==> config.mk <==
export PLATFORM = sky130hd
export DESIGN_NAME = isfl_status_flags
export DESIGN_NICKNAME = d
export VERILOG_FILES = /design/src/isfl_pkg.sv /design/src/isfl_status_flags.sv
export VERILOG_INCLUDE_DIRS = /design/src
export SDC_FILE = /design/constraint.sdc
export NUM_CORES = 1
export LEC_CHECK = 0
export BUFFER_PORTS_ARGS = -buffer_cell sky130_fd_sc_hd__buf_2
export CORE_MARGIN = 10
export CORE_UTILIZATION = 35
export CTS_BUF_LIST = sky130_fd_sc_hd__clkbuf_8 sky130_fd_sc_hd__clkbuf_16
export CTS_CLUSTER_SIZE = 28
export DETAILED_ROUTE_END_ITERATION = 7
export PLACE_DENSITY = 0.51
export SETUP_SLACK_MARGIN = 0.5
export SYNTH_ARGS = -nofsm -noshare
export SYNTH_HDL_FRONTEND = slang
export SYNTH_SLANG_ARGS = --single-unit
==> constraint.sdc <==
create_clock -name core_clk -period 5.95 [get_ports core_clk]
set_input_delay 0.8925 -clock core_clk [delete_from_list [all_inputs] [get_ports core_clk]]
set_output_delay 0.8925 -clock core_clk [all_outputs]
set_load 0.005 [all_outputs]
==> src/isfl_cfg.svh <==
// isfl_cfg.svh: named constants of the serial bus status-flag block.
// assumes a 32-bit apb with byte addresses; included by bare name.
`ifndef ISFL_CFG_SVH
`define ISFL_CFG_SVH
// register byte offsets
`define ISFL_OFF_STATUS 8'h00
`define ISFL_OFF_CTRL1 8'h04
`define ISFL_OFF_CTRL2 8'h08
`define ISFL_OFF_SMBC 8'h0c
`define ISFL_OFF_ADDR1 8'h10
`define ISFL_OFF_RANGE 8'h14
`define ISFL_OFF_ADDR2 8'h18
`define ISFL_OFF_DATA 8'h1c
`define ISFL_OFF_IRQST 8'h20
`define ISFL_OFF_IRQMSK 8'h24
// field positions
`define ISFL_CTRL1_TX 4
`define ISFL_CTRL2_GENERAL_CALL_ENABLE 7
`define ISFL_CTRL2_RANGE_MATCH_ENABLE 3
`define ISFL_CTRL2_BUFMODE 0
`define ISFL_SMBC_ALERT 7
`define ISFL_SMBC_SECOND 6
// interrupt status bit positions
`define ISFL_IRQ_DONE 0
`define ISFL_IRQ_ADDR 1
`define ISFL_IRQ_START 2
`define ISFL_IRQ_STOP 3
// bus constants
`define ISFL_ALERT_ADDR 7'h0c
`define ISFL_GCALL_ADDR 7'h00
`define ISFL_BIT_LAST 4'h7
`define ISFL_BIT_ACK 4'h8
`define ISFL_BIT_END 4'h9
// reset values
`define ISFL_RST_BYTE 8'h00
`define ISFL_RST_IRQ 4'h0
`endif

==> src/isfl_pkg.sv <==
// isfl_pkg.sv: types of the serial bus status-flag block.
// assumes isfl_cfg.svh for all numeric constants.
`default_nettype none
package isfl_pkg;
    // apb request and answer
    typedef struct packed {
        logic psel;
        logic penable;
        logic pwrite;
        logic [7:0] paddr;
        logic [31:0] pwdata;
    } isfl_apb_req_s;
    typedef struct packed {
        logic pready;
        logic pslverr;
        logic [31:0] prdata;
    } isfl_apb_rsp_s;
    // raw two-wire pin levels
    typedef struct packed {
        logic scl;
        logic sda;
    } isfl_pins_s;
    // which byte of a frame is on the wire
    typedef enum logic [1:0] {
        ISFL_PH_IDLE = 2'b00,
        ISFL_PH_ADDR = 2'b01,
        ISFL_PH_DATA = 2'b10
    } isfl_phase_e;
endpackage
`default_nettype wire

==> src/isfl_status_flags.sv <==
// isfl_status_flags.sv: status flags of a two-wire serial controller with apb access.
// assumes raw scl/sda pin levels (asynchronous) and internal data-access strobes on core_clk.
//
// Behaviour
// - in buffered mode an internal data-register access clears transfer complete.
// - transfer complete reads 0 during a byte and 1 after; status bit 7.
// - addressed flag (bit 6) sets on primary match or nonzero range match.
// - addressed flag sets on general call when general call is enabled.
// - addressed flag sets on second address match when that is enabled.
// - addressed flag sets on alert response address when alert is enabled.
// - with range matching, addresses between primary and range values match.
// - addressed flag is set before the acknowledge bit of the address.
// - any write to the first control register clears the addressed flag; an address match in the same cycle keeps it set.
// - addressed flag reads 0 when not addressed, 1 when addressed.
// - bus busy (bit 5) sets on start, clears on stop, any mode.
// - transfer complete sets at byte end; cleared by matching software data access outside buffered mode.
// - read/write bit of the matched calling address is shown as indication.
`timescale 1ns/10ps
`default_nettype none
`include "isfl_cfg.svh"
module isfl_status_flags (
    // clock, reset, enable
    input wire logic core_clk,
    input wire logic rst,
    input wire logic ce,
    // apb slave
    input wire isfl_pkg::isfl_apb_req_s apb_req,
    output var isfl_pkg::isfl_apb_rsp_s apb_rsp,
    // serial bus pins
    input wire isfl_pkg::isfl_pins_s pins,
    // internal data-register strobe of buffered operation
    input wire logic int_data_access,
    // interrupt
    output logic irq
);
    import isfl_pkg::*;

    // address decode
    function automatic logic addr_hit(input logic [6:0] a, input logic [6:0] p, input logic [6:0] r,
                                      input logic [6:0] s, input logic [7:0] c2, input logic [7:0] system_mgmt_bus_control_reg);
        logic range_match_enable;
        range_match_enable = c2[`ISFL_CTRL2_RANGE_MATCH_ENABLE];
        addr_hit = (a == p)
            || (range_match_enable && (r != 7'h00) && (a == r))
            || (c2[`ISFL_CTRL2_GENERAL_CALL_ENABLE] && (a == `ISFL_GCALL_ADDR))
            || (system_mgmt_bus_control_reg[`ISFL_SMBC_SECOND] && (a == s))
            || (system_mgmt_bus_control_reg[`ISFL_SMBC_ALERT] && (a == `ISFL_ALERT_ADDR))
            || (range_match_enable && (a > p) && (a < r));
    endfunction

    // pin synchronisers and edge history
    logic scl_m_q, scl_s_q, scl_p_q, sda_m_q, sda_s_q, sda_p_q;
    always_ff @(posedge core_clk) begin
        if (rst) begin
            {scl_m_q, scl_s_q, scl_p_q} <= 3'h7;
            {sda_m_q, sda_s_q, sda_p_q} <= 3'h7;
        end else if (ce) begin
            {scl_m_q, scl_s_q, scl_p_q} <= {pins.scl, scl_m_q, scl_s_q};
            {sda_m_q, sda_s_q, sda_p_q} <= {pins.sda, sda_m_q, sda_s_q};
        end
    end

    // bus conditions
    wire scl_rise = scl_s_q && !scl_p_q;
    wire scl_fall = !scl_s_q && scl_p_q;
    wire start_det = scl_s_q && scl_p_q && !sda_s_q && sda_p_q;
    wire stop_det = scl_s_q && scl_p_q && sda_s_q && !sda_p_q;

    // software registers and flags
    logic [7:0] ctrl1_q, ctrl2_q, smbc_q;
    logic [6:0] addr1_q, range_q, addr2_q;
    logic [3:0] irq_stat_q, irq_mask_q;
    logic tcf_q, tcf_d, addressed_as_target_flag_q, addressed_as_target_flag_d, busy_q, busy_d, srw_q, hit_q;
    logic [7:0] shift_q;
    logic [3:0] bit_cnt_q;
    isfl_phase_e phase_q, phase_d;

    // apb decode
    wire apb_setup = apb_req.psel && !apb_req.penable;
    wire apb_done = apb_req.psel && apb_req.penable && apb_rsp.pready;
    wire wr_done = apb_done && apb_req.pwrite;
    wire rd_done = apb_done && !apb_req.pwrite;
    wire sel_status = apb_req.paddr == `ISFL_OFF_STATUS;
    wire sel_ctrl1 = apb_req.paddr == `ISFL_OFF_CTRL1;
    wire sel_ctrl2 = apb_req.paddr == `ISFL_OFF_CTRL2;
    wire sel_smbc = apb_req.paddr == `ISFL_OFF_SMBC;
    wire sel_addr1 = apb_req.paddr == `ISFL_OFF_ADDR1;
    wire sel_range = apb_req.paddr == `ISFL_OFF_RANGE;
    wire sel_addr2 = apb_req.paddr == `ISFL_OFF_ADDR2;
    wire sel_data = apb_req.paddr == `ISFL_OFF_DATA;
    wire sel_irqst = apb_req.paddr == `ISFL_OFF_IRQST;
    wire sel_irqmsk = apb_req.paddr == `ISFL_OFF_IRQMSK;
    wire sel_any = sel_status || sel_ctrl1 || sel_ctrl2 || sel_smbc || sel_addr1 || sel_range
        || sel_addr2 || sel_data || sel_irqst || sel_irqmsk;
    wire ctrl1_wr = wr_done && sel_ctrl1;
    wire tx_mode = ctrl1_q[`ISFL_CTRL1_TX];
    wire buf_mode = ctrl2_q[`ISFL_CTRL2_BUFMODE];

    // read mux
    wire [7:0] status_byte = {tcf_q, addressed_as_target_flag_q, busy_q, 2'h0, srw_q, 2'h0};
    wire [7:0] rd_byte =
        sel_status ? status_byte :
        sel_ctrl1 ? ctrl1_q :
        sel_ctrl2 ? ctrl2_q :
        sel_smbc ? smbc_q :
        sel_addr1 ? {1'b0, addr1_q} :
        sel_range ? {1'b0, range_q} :
        sel_addr2 ? {1'b0, addr2_q} :
        sel_data ? shift_q :
        sel_irqst ? {4'h0, irq_stat_q} :
        sel_irqmsk ? {4'h0, irq_mask_q} : 8'h00;

    // byte framing
    wire bit_sample = scl_rise && (bit_cnt_q <= `ISFL_BIT_LAST) && (phase_q != ISFL_PH_IDLE);
    wire [7:0] shift_d = bit_sample ? {shift_q[6:0], sda_s_q} : shift_q;
    wire addr_done = bit_sample && (bit_cnt_q == `ISFL_BIT_LAST) && (phase_q == ISFL_PH_ADDR);
    wire addr_match = addr_done && addr_hit(shift_d[7:1], addr1_q, range_q, addr2_q, ctrl2_q, smbc_q);
    wire byte_done = scl_fall && (bit_cnt_q == `ISFL_BIT_END);

    // data-register access that clears transfer complete
    wire sw_data_clr = sel_data && ((rd_done && !tx_mode) || (wr_done && tx_mode));
    wire tcf_clr = buf_mode ? int_data_access : sw_data_clr;

    // next flag values, setting wins over clearing
    always_comb begin
        tcf_d = tcf_q;
        if (tcf_clr) tcf_d = 1'b0;
        if (byte_done) tcf_d = 1'b1;
        addressed_as_target_flag_d = addressed_as_target_flag_q;
        if (ctrl1_wr) addressed_as_target_flag_d = 1'b0;
        if (addr_match) addressed_as_target_flag_d = 1'b1;
        busy_d = busy_q;
        if (stop_det) busy_d = 1'b0;
        if (start_det) busy_d = 1'b1;
        phase_d = phase_q;
        unique case (phase_q)
            ISFL_PH_IDLE: phase_d = start_det ? ISFL_PH_ADDR : ISFL_PH_IDLE;
            ISFL_PH_ADDR: phase_d = byte_done ? ISFL_PH_DATA : ISFL_PH_ADDR;
            ISFL_PH_DATA: phase_d = ISFL_PH_DATA;
            default: phase_d = ISFL_PH_IDLE;
        endcase
        if (start_det) phase_d = ISFL_PH_ADDR;                 // repeated start restarts address
        if (stop_det) phase_d = ISFL_PH_IDLE;
    end

    // flag and framing state
    always_ff @(posedge core_clk) begin
        if (rst) begin
            {tcf_q, addressed_as_target_flag_q, busy_q, srw_q, hit_q} <= 5'h00;
            phase_q <= ISFL_PH_IDLE;
            bit_cnt_q <= 4'h0;
            shift_q <= `ISFL_RST_BYTE;
        end else if (ce) begin
            tcf_q <= tcf_d;
            addressed_as_target_flag_q <= addressed_as_target_flag_d;
            busy_q <= busy_d;
            phase_q <= phase_d;
            shift_q <= shift_d;
            if (addr_match) srw_q <= shift_d[0];
            if (addr_done) hit_q <= addr_match;
            if (start_det || stop_det || byte_done) bit_cnt_q <= 4'h0;
            else if (scl_rise && phase_q != ISFL_PH_IDLE) bit_cnt_q <= bit_cnt_q + 4'h1;
        end
    end

    // software registers
    always_ff @(posedge core_clk) begin
        if (rst) begin
            {ctrl1_q, ctrl2_q, smbc_q} <= {3{`ISFL_RST_BYTE}};
            {addr1_q, range_q, addr2_q} <= 21'h0;
            irq_mask_q <= `ISFL_RST_IRQ;
        end else if (ce && wr_done) begin
            if (sel_ctrl1) ctrl1_q <= apb_req.pwdata[7:0];   // direction set by software
            if (sel_ctrl2) ctrl2_q <= apb_req.pwdata[7:0];
            if (sel_smbc) smbc_q <= apb_req.pwdata[7:0];
            if (sel_addr1) addr1_q <= apb_req.pwdata[6:0];
            if (sel_range) range_q <= apb_req.pwdata[6:0];
            if (sel_addr2) addr2_q <= apb_req.pwdata[6:0];
            if (sel_irqmsk) irq_mask_q <= apb_req.pwdata[3:0];
        end
    end

    // sticky events, cleared by reading them, new events win
    wire [3:0] irq_ev = {stop_det, start_det, addr_match, byte_done};
    wire irq_rd = rd_done && sel_irqst;
    always_ff @(posedge core_clk) begin
        if (rst) begin
            irq_stat_q <= `ISFL_RST_IRQ;
            irq <= 1'b0;
        end else if (ce) begin
            irq_stat_q <= (irq_rd ? 4'h0 : irq_stat_q) | irq_ev;
            irq <= |(irq_stat_q & irq_mask_q);
        end
    end

    // apb answer: one wait state, read data latched in the setup cycle
    always_ff @(posedge core_clk) begin
        if (rst) begin
            apb_rsp <= '0;
        end else if (ce) begin
            apb_rsp.pready <= apb_req.psel && apb_req.penable && !apb_rsp.pready;
            if (apb_setup) begin
                apb_rsp.prdata <= {24'h0, rd_byte};
                apb_rsp.pslverr <= !sel_any;
            end
        end
    end
endmodule
`default_nettype wire

==> results of run 1 <==
-- state kept, by name, summed over array words and instances (netlist names), 2 cells and up --
name,flops
apb_rsp,10
ctrl1_q,8
ctrl2_q,8
shift_q,8
smbc_q,8
addr1_q,7
addr2_q,7
range_q,7
bit_cnt_q,4
irq_mask_q,4
irq_stat_q,4
phase_q,2
-- stage by stage --
step | std cells | hold WS [ns]
global route | 783 | 0.480
global placement | 767 | 0.438
CTS | 783 | 0.462
floorplan | 600 | 0.431
finish | 783 | 0.458
detailed placement | 767 | 0.447
-- layout make-up --
cell class                 count  area (um2)
fill                        1443        8310
multi-input combinational    434        2800
sequential                    88        1760
clock buffer                  10         239
tap                          180         225
timing repair buffer          38         198
inverter                      27         101
clock inverter                 6        83.8
-- critical path, cell delays in order (launching register included) --
cell and delay [ns]:
dfxtp_1 0.37, inv_1 0.08, ha_1 0.25, nor4b_4 0.23
buf_4 0.28, mux2i_1 0.57, inv_1 0.10, ha_1 0.31
nand2_1 0.07, or4_1 0.53, o311ai_1 0.14, o31ai_2 0.21
mux2i_1 0.16
-- worst min-delay path by stage --
stage | startpoint | to | slack, ns | cells after the start
finish | scl_m_q | scl_s_q | 0.46 | 1
global route | apb_rsp[4] | apb_rsp[4] | 0.48 | 2
global placement | scl_m_q | scl_s_q | 0.44 | 1
CTS | apb_rsp[4] | apb_rsp[4] | 0.46 | 2
floorplan | scl_m_q | scl_s_q | 0.43 | 1
detailed placement | scl_m_q | scl_s_q | 0.45 | 1
-- power by group --
group          internal [mW]  total [mW]  switching (mW)
clock                  0.378       0.623           0.245
combinational         0.0369       0.108          0.0707
sequential             0.597       0.607          0.0101
total                   1.01        1.34           0.326
-- Yosys cell counts, drive strengths merged (7+ instances only) --
library cell | number | area (um2)
a22oi | 7 | 52.6
o21ai | 21 | 105
mux2i | 62 | 621
xnor2 | 13 | 114
clkbuf | 23 | 86.3
ha | 12 | 150
buf | 28 | 196
inv | 26 | 97.6
nand3 | 13 | 65.1
nor2 | 86 | 323
nand4 | 8 | 50.1
nor3 | 12 | 80.1
a21oi | 37 | 185
dfxtp | 88 | 1760
nor4 | 7 | 58.8
nand2b | 7 | 43.8
nor2b | 11 | 68.8
nand2 | 39 | 146
-- routing by layer --
metal / vias up / global-route usage
met5: - / 0
met1: 2021 / 0.198
met2: 117 / 0.236
li1: 2032 / -
met4: 0 / 0.0585
met3: 16 / 0.0250
-- cell families (layout without fill, tap and decap cells) --
kind of cell | after synthesis | count (layout)
buffers and inverters | 78 | 81
XOR/XNOR | 17 | 17
other | 1 | 24
multiplexers | 69 | 69
AO/OA/AOI/OAI | 113 | 113
adder cells (fa/ha/maj) | 13 | 13
AND/OR/NAND/NOR | 198 | 198
flip-flops | 88 | 88
==> reports/qor_table.md, run 1 <==
| Item | This run |
|---|---|
| Run status | complete, no violations |
| Post-CTS Hold Buffers | 0 |
| Number of gates given a new drive strength after cts | 0 |
| Remaining global-route overflow | 0 |
| Routability congestion estimate from global placement | 0.891 |
| Count of maximum capacitance violations | 0 |
| Detail-routed net length per standard cell | 17.8 um |
| Final period util | 0.577 |
| Type of destination of the critical path | register |
| Synthesized-area fraction occupied by and/or/nand/nor cells | 0.198 |
| Layout Cell Area excl Fill | 0.00541 mm2 |
| Mean number of vias per cell | 5.35 |
| Portion of netlist area occupied by mux cells | 0.146 |
| Post-Route Utilization | 0.394 |
| Met1 Wirelength | 6.40 mm |
| Top routing layer in use | met4 |
| Max-Slew Margin vs Limit | 0.203 |
| Die X | 138 um |
| Maximum clock skew at final layout | 0.00848 ns |
| Power per Cell Area | 247 mW/mm2 |
| Count of endpoints failing setup in the final report | 0 |
| Number of antenna violations at the first check in global routing | 0 |
| Adder and majority gate portion of the synthesized area | 0.0332 |
| Post-layout total power | 1.34 mW |
| Leak | 1.92 nW |
| Number of iterations in the first detailed-routing pass | 5 |
| Row cnt | 43 |
| Type of the tightest min-delay check | reg2reg |
| Antenna viol nets, final | 0 |
| Worst flop-to-flop path endpoint | srw_q |
| Post-synthesis sequential area ratio | 0.362 |
| Number of levels in the clock H-tree | 3 |
| Worst skew pair latency | 0.35 ns |
| Synth unique cells | 57 |
| Dominant combinational cell family by area after synthesis | simple AND/OR/NAND/NOR gates |
| Arrival time at the worst endpoint | 3.64 ns |
| Routed met2 length | 6.41 mm |
| Antenna diode count | 0 |
| Vias in the first global route | 4,004 |
| Compound-gate portion of the synthesized area | 0.150 |
| Number of buffers added on ports | 35 |
| Smallest setup slack after layout | 2.52 ns |
| Yosys Warn Count | 0 |
| Amount of wire on met3 after detailed routing | 860 um |
| Instance area after placement | 0.00509 mm2 |
| FF+latch count, synth | 88 |
| Required time of the critical path | 6.16 ns |
| Measured slew at the worst slew-check pin | 1.19 ns |
| Number of max-slew violations in the final report | 0 |
| Buffers inserted during post-CTS setup optimization | 0 |
| Layout cell share with drive strength beyond 1 | 0.111 |
| Final HPWL from detailed placement | 10.0 mm |
| Category of the critical setup timing path | reg2reg |
| Critical path launch point type | register |
| Post-synth EDFFs | 0 |
| Final count of hold timing violations | 0 |
| Total clock sinks | 88 |
| Post-synthesis async set-or-reset flop share | 0 |
| Largest net degree at the start of global routing | 87 |
| Synth Area per Inst | 8.42 um2 |
| Buffers from clock root to sink, at most | 2 |
| End of the critical path | srw_q |
| Critical register-to-register path startpoint | phase_q[0] |
| Timing-limited maximum frequency | 291 MHz |
| Area of the die | 0.0190 mm2 |
| Clock-pin slew of the registers on the worst-case setup and hold paths | 0.06 ns |
| Setup TNS Final | 0 ns |
| Clock buffers created by TritonCTS | 9 |
| GRT Util Overall | 0.149 |
| First-pass GRT wire length | 22.0 mm |
| Most used cells in the layout excluding fill and tap cells | dfxtp_1 (88), nor2_1 (86), mux2i_1 (62) |
| Max rail drop VDD | 146 uV |
| Post-Syn Area | 0.00486 mm2 |
| Critical path launch point | phase_q[0] |
| Via count of the routed design | 4,186 |
| Placement-stage worst setup slack | 2.57 ns |
| Starting density of the core | 0.354 |
| Floorplan die height | 138 um |
| Final critical-path required period | 3.43 ns |
| Critical path peak fanout | 14 |
| CTS tree | built |
| # nets final | 659 |
| Ys flop type | dfxtp_1 |
| Iteration-0 DRC count of the detailed router | 385 |
| Count of unresolved DRC violations after routing | 0 |
| Leading cell type in the layout, fill and taps excluded | dfxtp_1 |
| Area share of xor/xnor cells in the synthesized design | 0.0306 |
| Post-synthesis instance total | 577 |
| Synth-to-layout area growth | 11.3% |
| DRT Wirelength | 13.9 mm |
| Core area | 0.0137 mm2 |
| Setup repair after global routing missed its margin | false |
| Count of pins on the block boundary | 84 |
| Root cell of the clock tree | clkbuf_16 |
| Number of cells on the worst reg-to-reg path | 12 |
| Setup slack, reg-to-reg | 2.52 ns |
Power figures use the tool's default switching activity.
==> run 2, diff against run 1 <==
clock period = 3.3 ns   (was 5.95 ns; I/O delays follow)
==> run 2 against run 1 <==
Against the previous run:
- non-clock buffer count increased by 25
- wire length increased by 2.1%
- global-route usage about the same
- setup slack got worse by 2.1 ns
- fmax increased by 20%
- cell area increased by 5.2%
- utilization increased by 2.1 points
- critical path depth unchanged
- sequential cell count unchanged
- critical path type unchanged
- highest routed layer unchanged
==> reports/qor_table.md, run 2 (synthesized netlist as in run 1, its figures left out) <==
| Item | This run |
|---|---|
| Number of buffers added on ports | 35 |
| Die X | 138 um |
| Critical path's slowest cell | or4_4 |
| CTS tree | built |
| GRT Util Overall | 0.149 |
| Total clock sinks | 88 |
| Floorplan die height | 138 um |
| Synth-to-layout area growth | 17.1% |
| Count of unresolved DRC violations after routing | 0 |
| # nets final | 684 |
| Number of iterations in the first detailed-routing pass | 5 |
| Worst Hold Margin | 0.360 ns |
| Row cnt | 43 |
| Placement-stage worst setup slack | 0.197 ns |
| Critical path launch point | phase_q[0] |
| Final critical-path required period | 2.86 ns |
| Via count of the routed design | 4,211 |
| Max-Slew Margin vs Limit | 0.359 |
| Routability congestion estimate from global placement | 0.841 |
| Area of the die | 0.0190 mm2 |
| Worst skew pair latency | 0.35 ns |
| Power per Cell Area | 404 mW/mm2 |
| Smallest setup slack after layout | 0.437 ns |
| Core area | 0.0137 mm2 |
| Post-CTS Hold Buffers | 0 |
| Iteration-0 DRC count of the detailed router | 338 |
| Filler instances | 1,415 |
| Setup TNS Final | 0 ns |
| Detail-routed net length per standard cell | 17.6 um |
| Mean number of vias per cell | 5.23 |
| Number of max-slew violations in the final report | 0 |
| Final count of hold timing violations | 0 |
| Arrival time at the worst endpoint | 3.09 ns |
| DRT Wirelength | 14.2 mm |
| Remaining global-route overflow | 0 |
| Type of destination of the critical path | register |
| Number of antenna violations at the first check in global routing | 0 |
| Final HPWL from detailed placement | 10.3 mm |
| Number of levels in the clock H-tree | 3 |
| Flip-flop count of the largest register, all copies and words added | 10 |
| Critical path peak fanout | 5 |
| Root cell of the clock tree | clkbuf_16 |
| Count of maximum capacitance violations | 0 |
| Maximum clock skew at final layout | 0.00549 ns |
| Worst Path Buf+Inv | 2 |
| Antenna viol nets, final | 0 |
| Top cell family by delay on the critical path | simple AND/OR/NAND/NOR gates |
| Cell-by-cell listing of the critical path | inv_2 > ha_4 > nor4b_4 > buf_12 > mux2_4 > ha_4 > nand4_1 > mux2_4 > or4_4 > o311ai_4 > o31ai_4 > mux2i_1 |
| Clock buffers created by TritonCTS | 9 |
| Layout cell share with drive strength beyond 1 | 0.173 |
| Leak | 2.04 nW |
| Run status | complete, no violations |
| Final period util | 0.867 |
| Post-layout total power | 2.30 mW |
| Count of pins on the block boundary | 84 |
| Timing-limited maximum frequency | 349 MHz |
| First-pass GRT wire length | 22.2 mm |
| Critical path launch point type | register |
| Vias in the first global route | 4,055 |
| Starting density of the core | 0.354 |
| Largest net degree at the start of global routing | 53 |
| Measured slew at the worst slew-check pin | 0.961 ns |
| Buffers from clock root to sink, at most | 2 |
| Peak per-stage delay on the critical path | 0.43 ns |
| Category of the critical setup timing path | reg2reg |
| Critical register-to-register path startpoint | phase_q[0] |
| Setup repair after global routing missed its margin | true |
| Clock-pin slew of the registers on the worst-case setup and hold paths | 0.06 ns |
| Max rail drop VDD | 241 uV |
| Required time of the critical path | 3.53 ns |
| Antenna diode count | 0 |
| Top register by number of flip-flops | apb_rsp |
| Type of the tightest min-delay check | in2reg |
| Count of endpoints failing setup in the final report | 0 |
| Hold wc startpoint | pins[0] |
| Most used cells in the layout excluding fill and tap cells | nor2_1 (86), dfxtp_1 (86), mux2i_1 (58) |
==> run 2: cell count changes in the layout (fill, tap and decap cells not counted), moves of 3 or more <==
| cell | before | now |
|---|---|---|
| inv_1 | 28 | 23 |
| ha_1 | 12 | 8 |
| ha_4 | 0 | 4 |
| inv_2 | 0 | 3 |
| buf_4 | 3 | 26 |
| mux2i_1 | 62 | 58 |
==> run 2: worst reg2reg max path: stages, from the launching register on <==
cell and delay, ns:
dfxtp_2 0.34, inv_2 0.05, ha_4 0.16, nor4b_4 0.27, buf_12 0.17, mux2_4 0.32, ha_4 0.28, nand4_1 0.09
mux2_4 0.28, or4_4 0.43, o311ai_4 0.11, o31ai_4 0.11, mux2i_1 0.13
==> run 2: repair_timing <==
item,4_1_cts,5_1_grt
pin swaps,4,0
cloned,0,0
setup buffers,9,1
setup endpoints to repair,3,3
gates resized for setup,6,6
==> run 2: per-layer routing <==
layer | GRT usage | vias up | part of all wire
met5 | 0 | - | 0
met4 | 0.0562 | 0 | 0.018
met3 | 0.0261 | 16 | 0.040
met2 | 0.238 | 88 | 0.47
met1 | 0.197 | 2024 | 0.47
li1 | - | 2083 | -
==> run 2: power by group <==
part           switching [mW]  internal [mW]  total (mW)
clock network           0.417          0.572       0.989
logic                   0.134         0.0822       0.216
registers              0.0194           1.08        1.10
total                   0.570           1.73        2.30
==> run 2: through the flow <==
stage	utilization	cell area (um2)	instances
after floorplan	-	5010	600
after global placement	0.384	5270	782
after detailed placement	0.384	5270	782
after CTS	0.412	5650	804
after global routing	0.415	5690	805
final	0.415	5690	805
==> run 2: cell type report <==
type / instances / area [um2] / share of cell area
clock buffer: 9 / 225 / 0.0396
sequential: 88 / 1760 / 0.310
inverter: 27 / 101 / 0.0178
clock inverter: 4 / 48.8 / 0.00857
multi-input combinational: 434 / 2930 / 0.514
tap: 180 / 225 / 0.0396
timing repair buffer: 63 / 402 / 0.0705
==> run 2: final timing paths <==
check	to	slack, ns	cells after the start
worst max-delay path	srw_q	0.44	12
worst min-delay path	sda_m_q	0.36	2
worst max register to register	srw_q	0.44	12
worst min register to register	apb_rsp[4]	0.46	2
==> run 3, diff against run 2 <==
PLACE_DENSITY = 0.59   (was 0.51)
==> run 3 against run 2 <==
Against the previous run:
- cell area is 2.1% higher
- setup slack got worse by 0.097 ns
- utilization is 0.87 points higher
- register-to-register slack lost 0.097 ns
- via count up 2.6%
- clock-buffer cell count rose by 2
==> reports/qor_table.md, run 3 (synthesized netlist as in run 1, its figures left out) <==
| Item | This run |
|---|---|
| Antenna viol nets, final | 0 |
| Die X | 138 um |
| Worst skew pair latency | 0.34 ns |
| Max rail drop VDD | 243 uV |
| Number of buffers added on ports | 35 |
| Mean number of vias per cell | 5.33 |
| Setup TNS Final | 0 ns |
| Flip-flop count of the largest register, all copies and words added | 10 |
| Power per Cell Area | 405 mW/mm2 |
| Arrival time at the worst endpoint | 3.18 ns |
| Clock-pin slew of the registers on the worst-case setup and hold paths | 0.06 ns |
| Final period util | 0.897 |
| Critical path launch point type | register |
| Worst Hold Margin | 0.376 ns |
| Final HPWL from detailed placement | 10.3 mm |
| Row cnt | 43 |
| CTS tree | built |
| Leak | 2.08 nW |
| Type of destination of the critical path | register |
| Synth-to-layout area growth | 19.6% |
| Starting density of the core | 0.354 |
| Run status | complete, no violations |
| Detail-routed net length per standard cell | 17.5 um |
| Type of the tightest min-delay check | in2reg |
| # nets final | 686 |
| Number of levels in the clock H-tree | 3 |
| Final critical-path required period | 2.96 ns |
| Required time of the critical path | 3.52 ns |
| Core area | 0.0137 mm2 |
| Clock buffers created by TritonCTS | 9 |
| Most used cells in the layout excluding fill and tap cells | nor2_1 (86), dfxtp_1 (86), mux2i_1 (57) |
| Number of iterations in the first detailed-routing pass | 6 |
| Layout cell share with drive strength beyond 1 | 0.187 |
| Top routing layer in use | met4 |
| Count of pins on the block boundary | 84 |
| Antenna diode count | 0 |
| Buffers from clock root to sink, at most | 2 |
| Number of max-slew violations in the final report | 0 |
| DRT Wirelength | 14.2 mm |
| Root cell of the clock tree | clkbuf_16 |
| Maximum clock skew at final layout | 0.00486 ns |
| Area taken by flip-flops and latches | 0.00176 mm2 |
| Final count of hold timing violations | 0 |
| Routed met2 length | 6.71 mm |
| Max-Slew Margin vs Limit | 0.462 |
| GRT Util Overall | 0.149 |
| Largest net degree at the start of global routing | 35 |
| First-pass GRT wire length | 22.5 mm |
| Vias in the first global route | 4,213 |
| Routability congestion estimate from global placement | 0.938 |
| Number of antenna violations at the first check in global routing | 0 |
| Critical path peak fanout | 6 |
| Count of endpoints failing setup in the final report | 0 |
| Count of maximum capacitance violations | 0 |
| Count of unresolved DRC violations after routing | 0 |
| Setup repair after global routing missed its margin | true |
| Amount of wire on met3 after detailed routing | 854 um |
| Floorplan die height | 138 um |
| Total clock sinks | 88 |
| Measured slew at the worst slew-check pin | 0.803 ns |
| Area of the die | 0.0190 mm2 |
| Met1 Wirelength | 6.47 mm |
| Top register by number of flip-flops | apb_rsp |
| Timing-limited maximum frequency | 338 MHz |
| Category of the critical setup timing path | reg2reg |
| Area of the multi-input gates | 0.00299 mm2 |
| Remaining global-route overflow | 0 |
| Via count of the routed design | 4,320 |
| Iteration-0 DRC count of the detailed router | 349 |
| Filler instances | 1,345 |
[run 3: final timing paths]
| check | startpoint | slack (ns) | to | depth (start not counted) |
|---|---|---|---|---|
| worst min-delay path | pins[0] | 0.38 | sda_m_q | 2 |
| worst max register to register | phase_q[1] | 0.34 | srw_q | 14 |
| worst max-delay path | phase_q[1] | 0.34 | srw_q | 14 |
| worst min register to register | scl_m_q | 0.46 | scl_s_q | 1 |
[run 3: critical path: stages (launching register included)]
cell      delay [ns]
dfxtp_2         0.34
inv_2           0.05
ha_4            0.16
nor4b_4         0.27
buf_12          0.17
buf_12          0.10
mux2i_4         0.22
inv_2           0.08
ha_4            0.27
nand4_1         0.08
mux2_4          0.29
or4_4           0.43
o311ai_4        0.11
o31ai_4         0.12
mux2i_1         0.14
[run 3: repair_timing]
action | 4_1_cts | 5_1_grt
setup endpoints to repair | 3 | 3
pin swaps | 3 | 4
buffers inserted | 11 | 4
resized for setup | 7 | 15
hold buffers | 0 | 0
[run 3: where the power goes]
part           switching, mW  internal [mW]
Combinational          0.142         0.0880
Clock                  0.409          0.620
Sequential            0.0199           1.08
Total                  0.571           1.78
[run 3: area by class of cell]
cell class	count	area share
multi-input combinational	434	0.515
inverter	27	0.0174
tap	180	0.0387
clock buffer	11	0.0435
sequential	88	0.303
clock inverter	5	0.00839
timing repair buffer	65	0.0738
[run 3: stage by stage]
stage,cell area (um2),cells,utilization,worst slack (ns),power [mW]
floorplan,5010,600,-,0.304,1.27
global placement,5250,779,0.383,0.243,1.31
detailed placement,5250,779,0.383,0.199,1.32
CTS,5670,806,0.414,0.426,2.35
global route,5810,810,0.424,0.234,2.44
finish,5810,810,0.424,0.340,2.36
[run 3: metal layers]
layer / GRT usage / vias up
li1: - / 2083
met2: 0.236 / 115
met3: 0.0366 / 18
met5: 0 / -
met4: 0.0388 / 0
met1: 0.197 / 2104
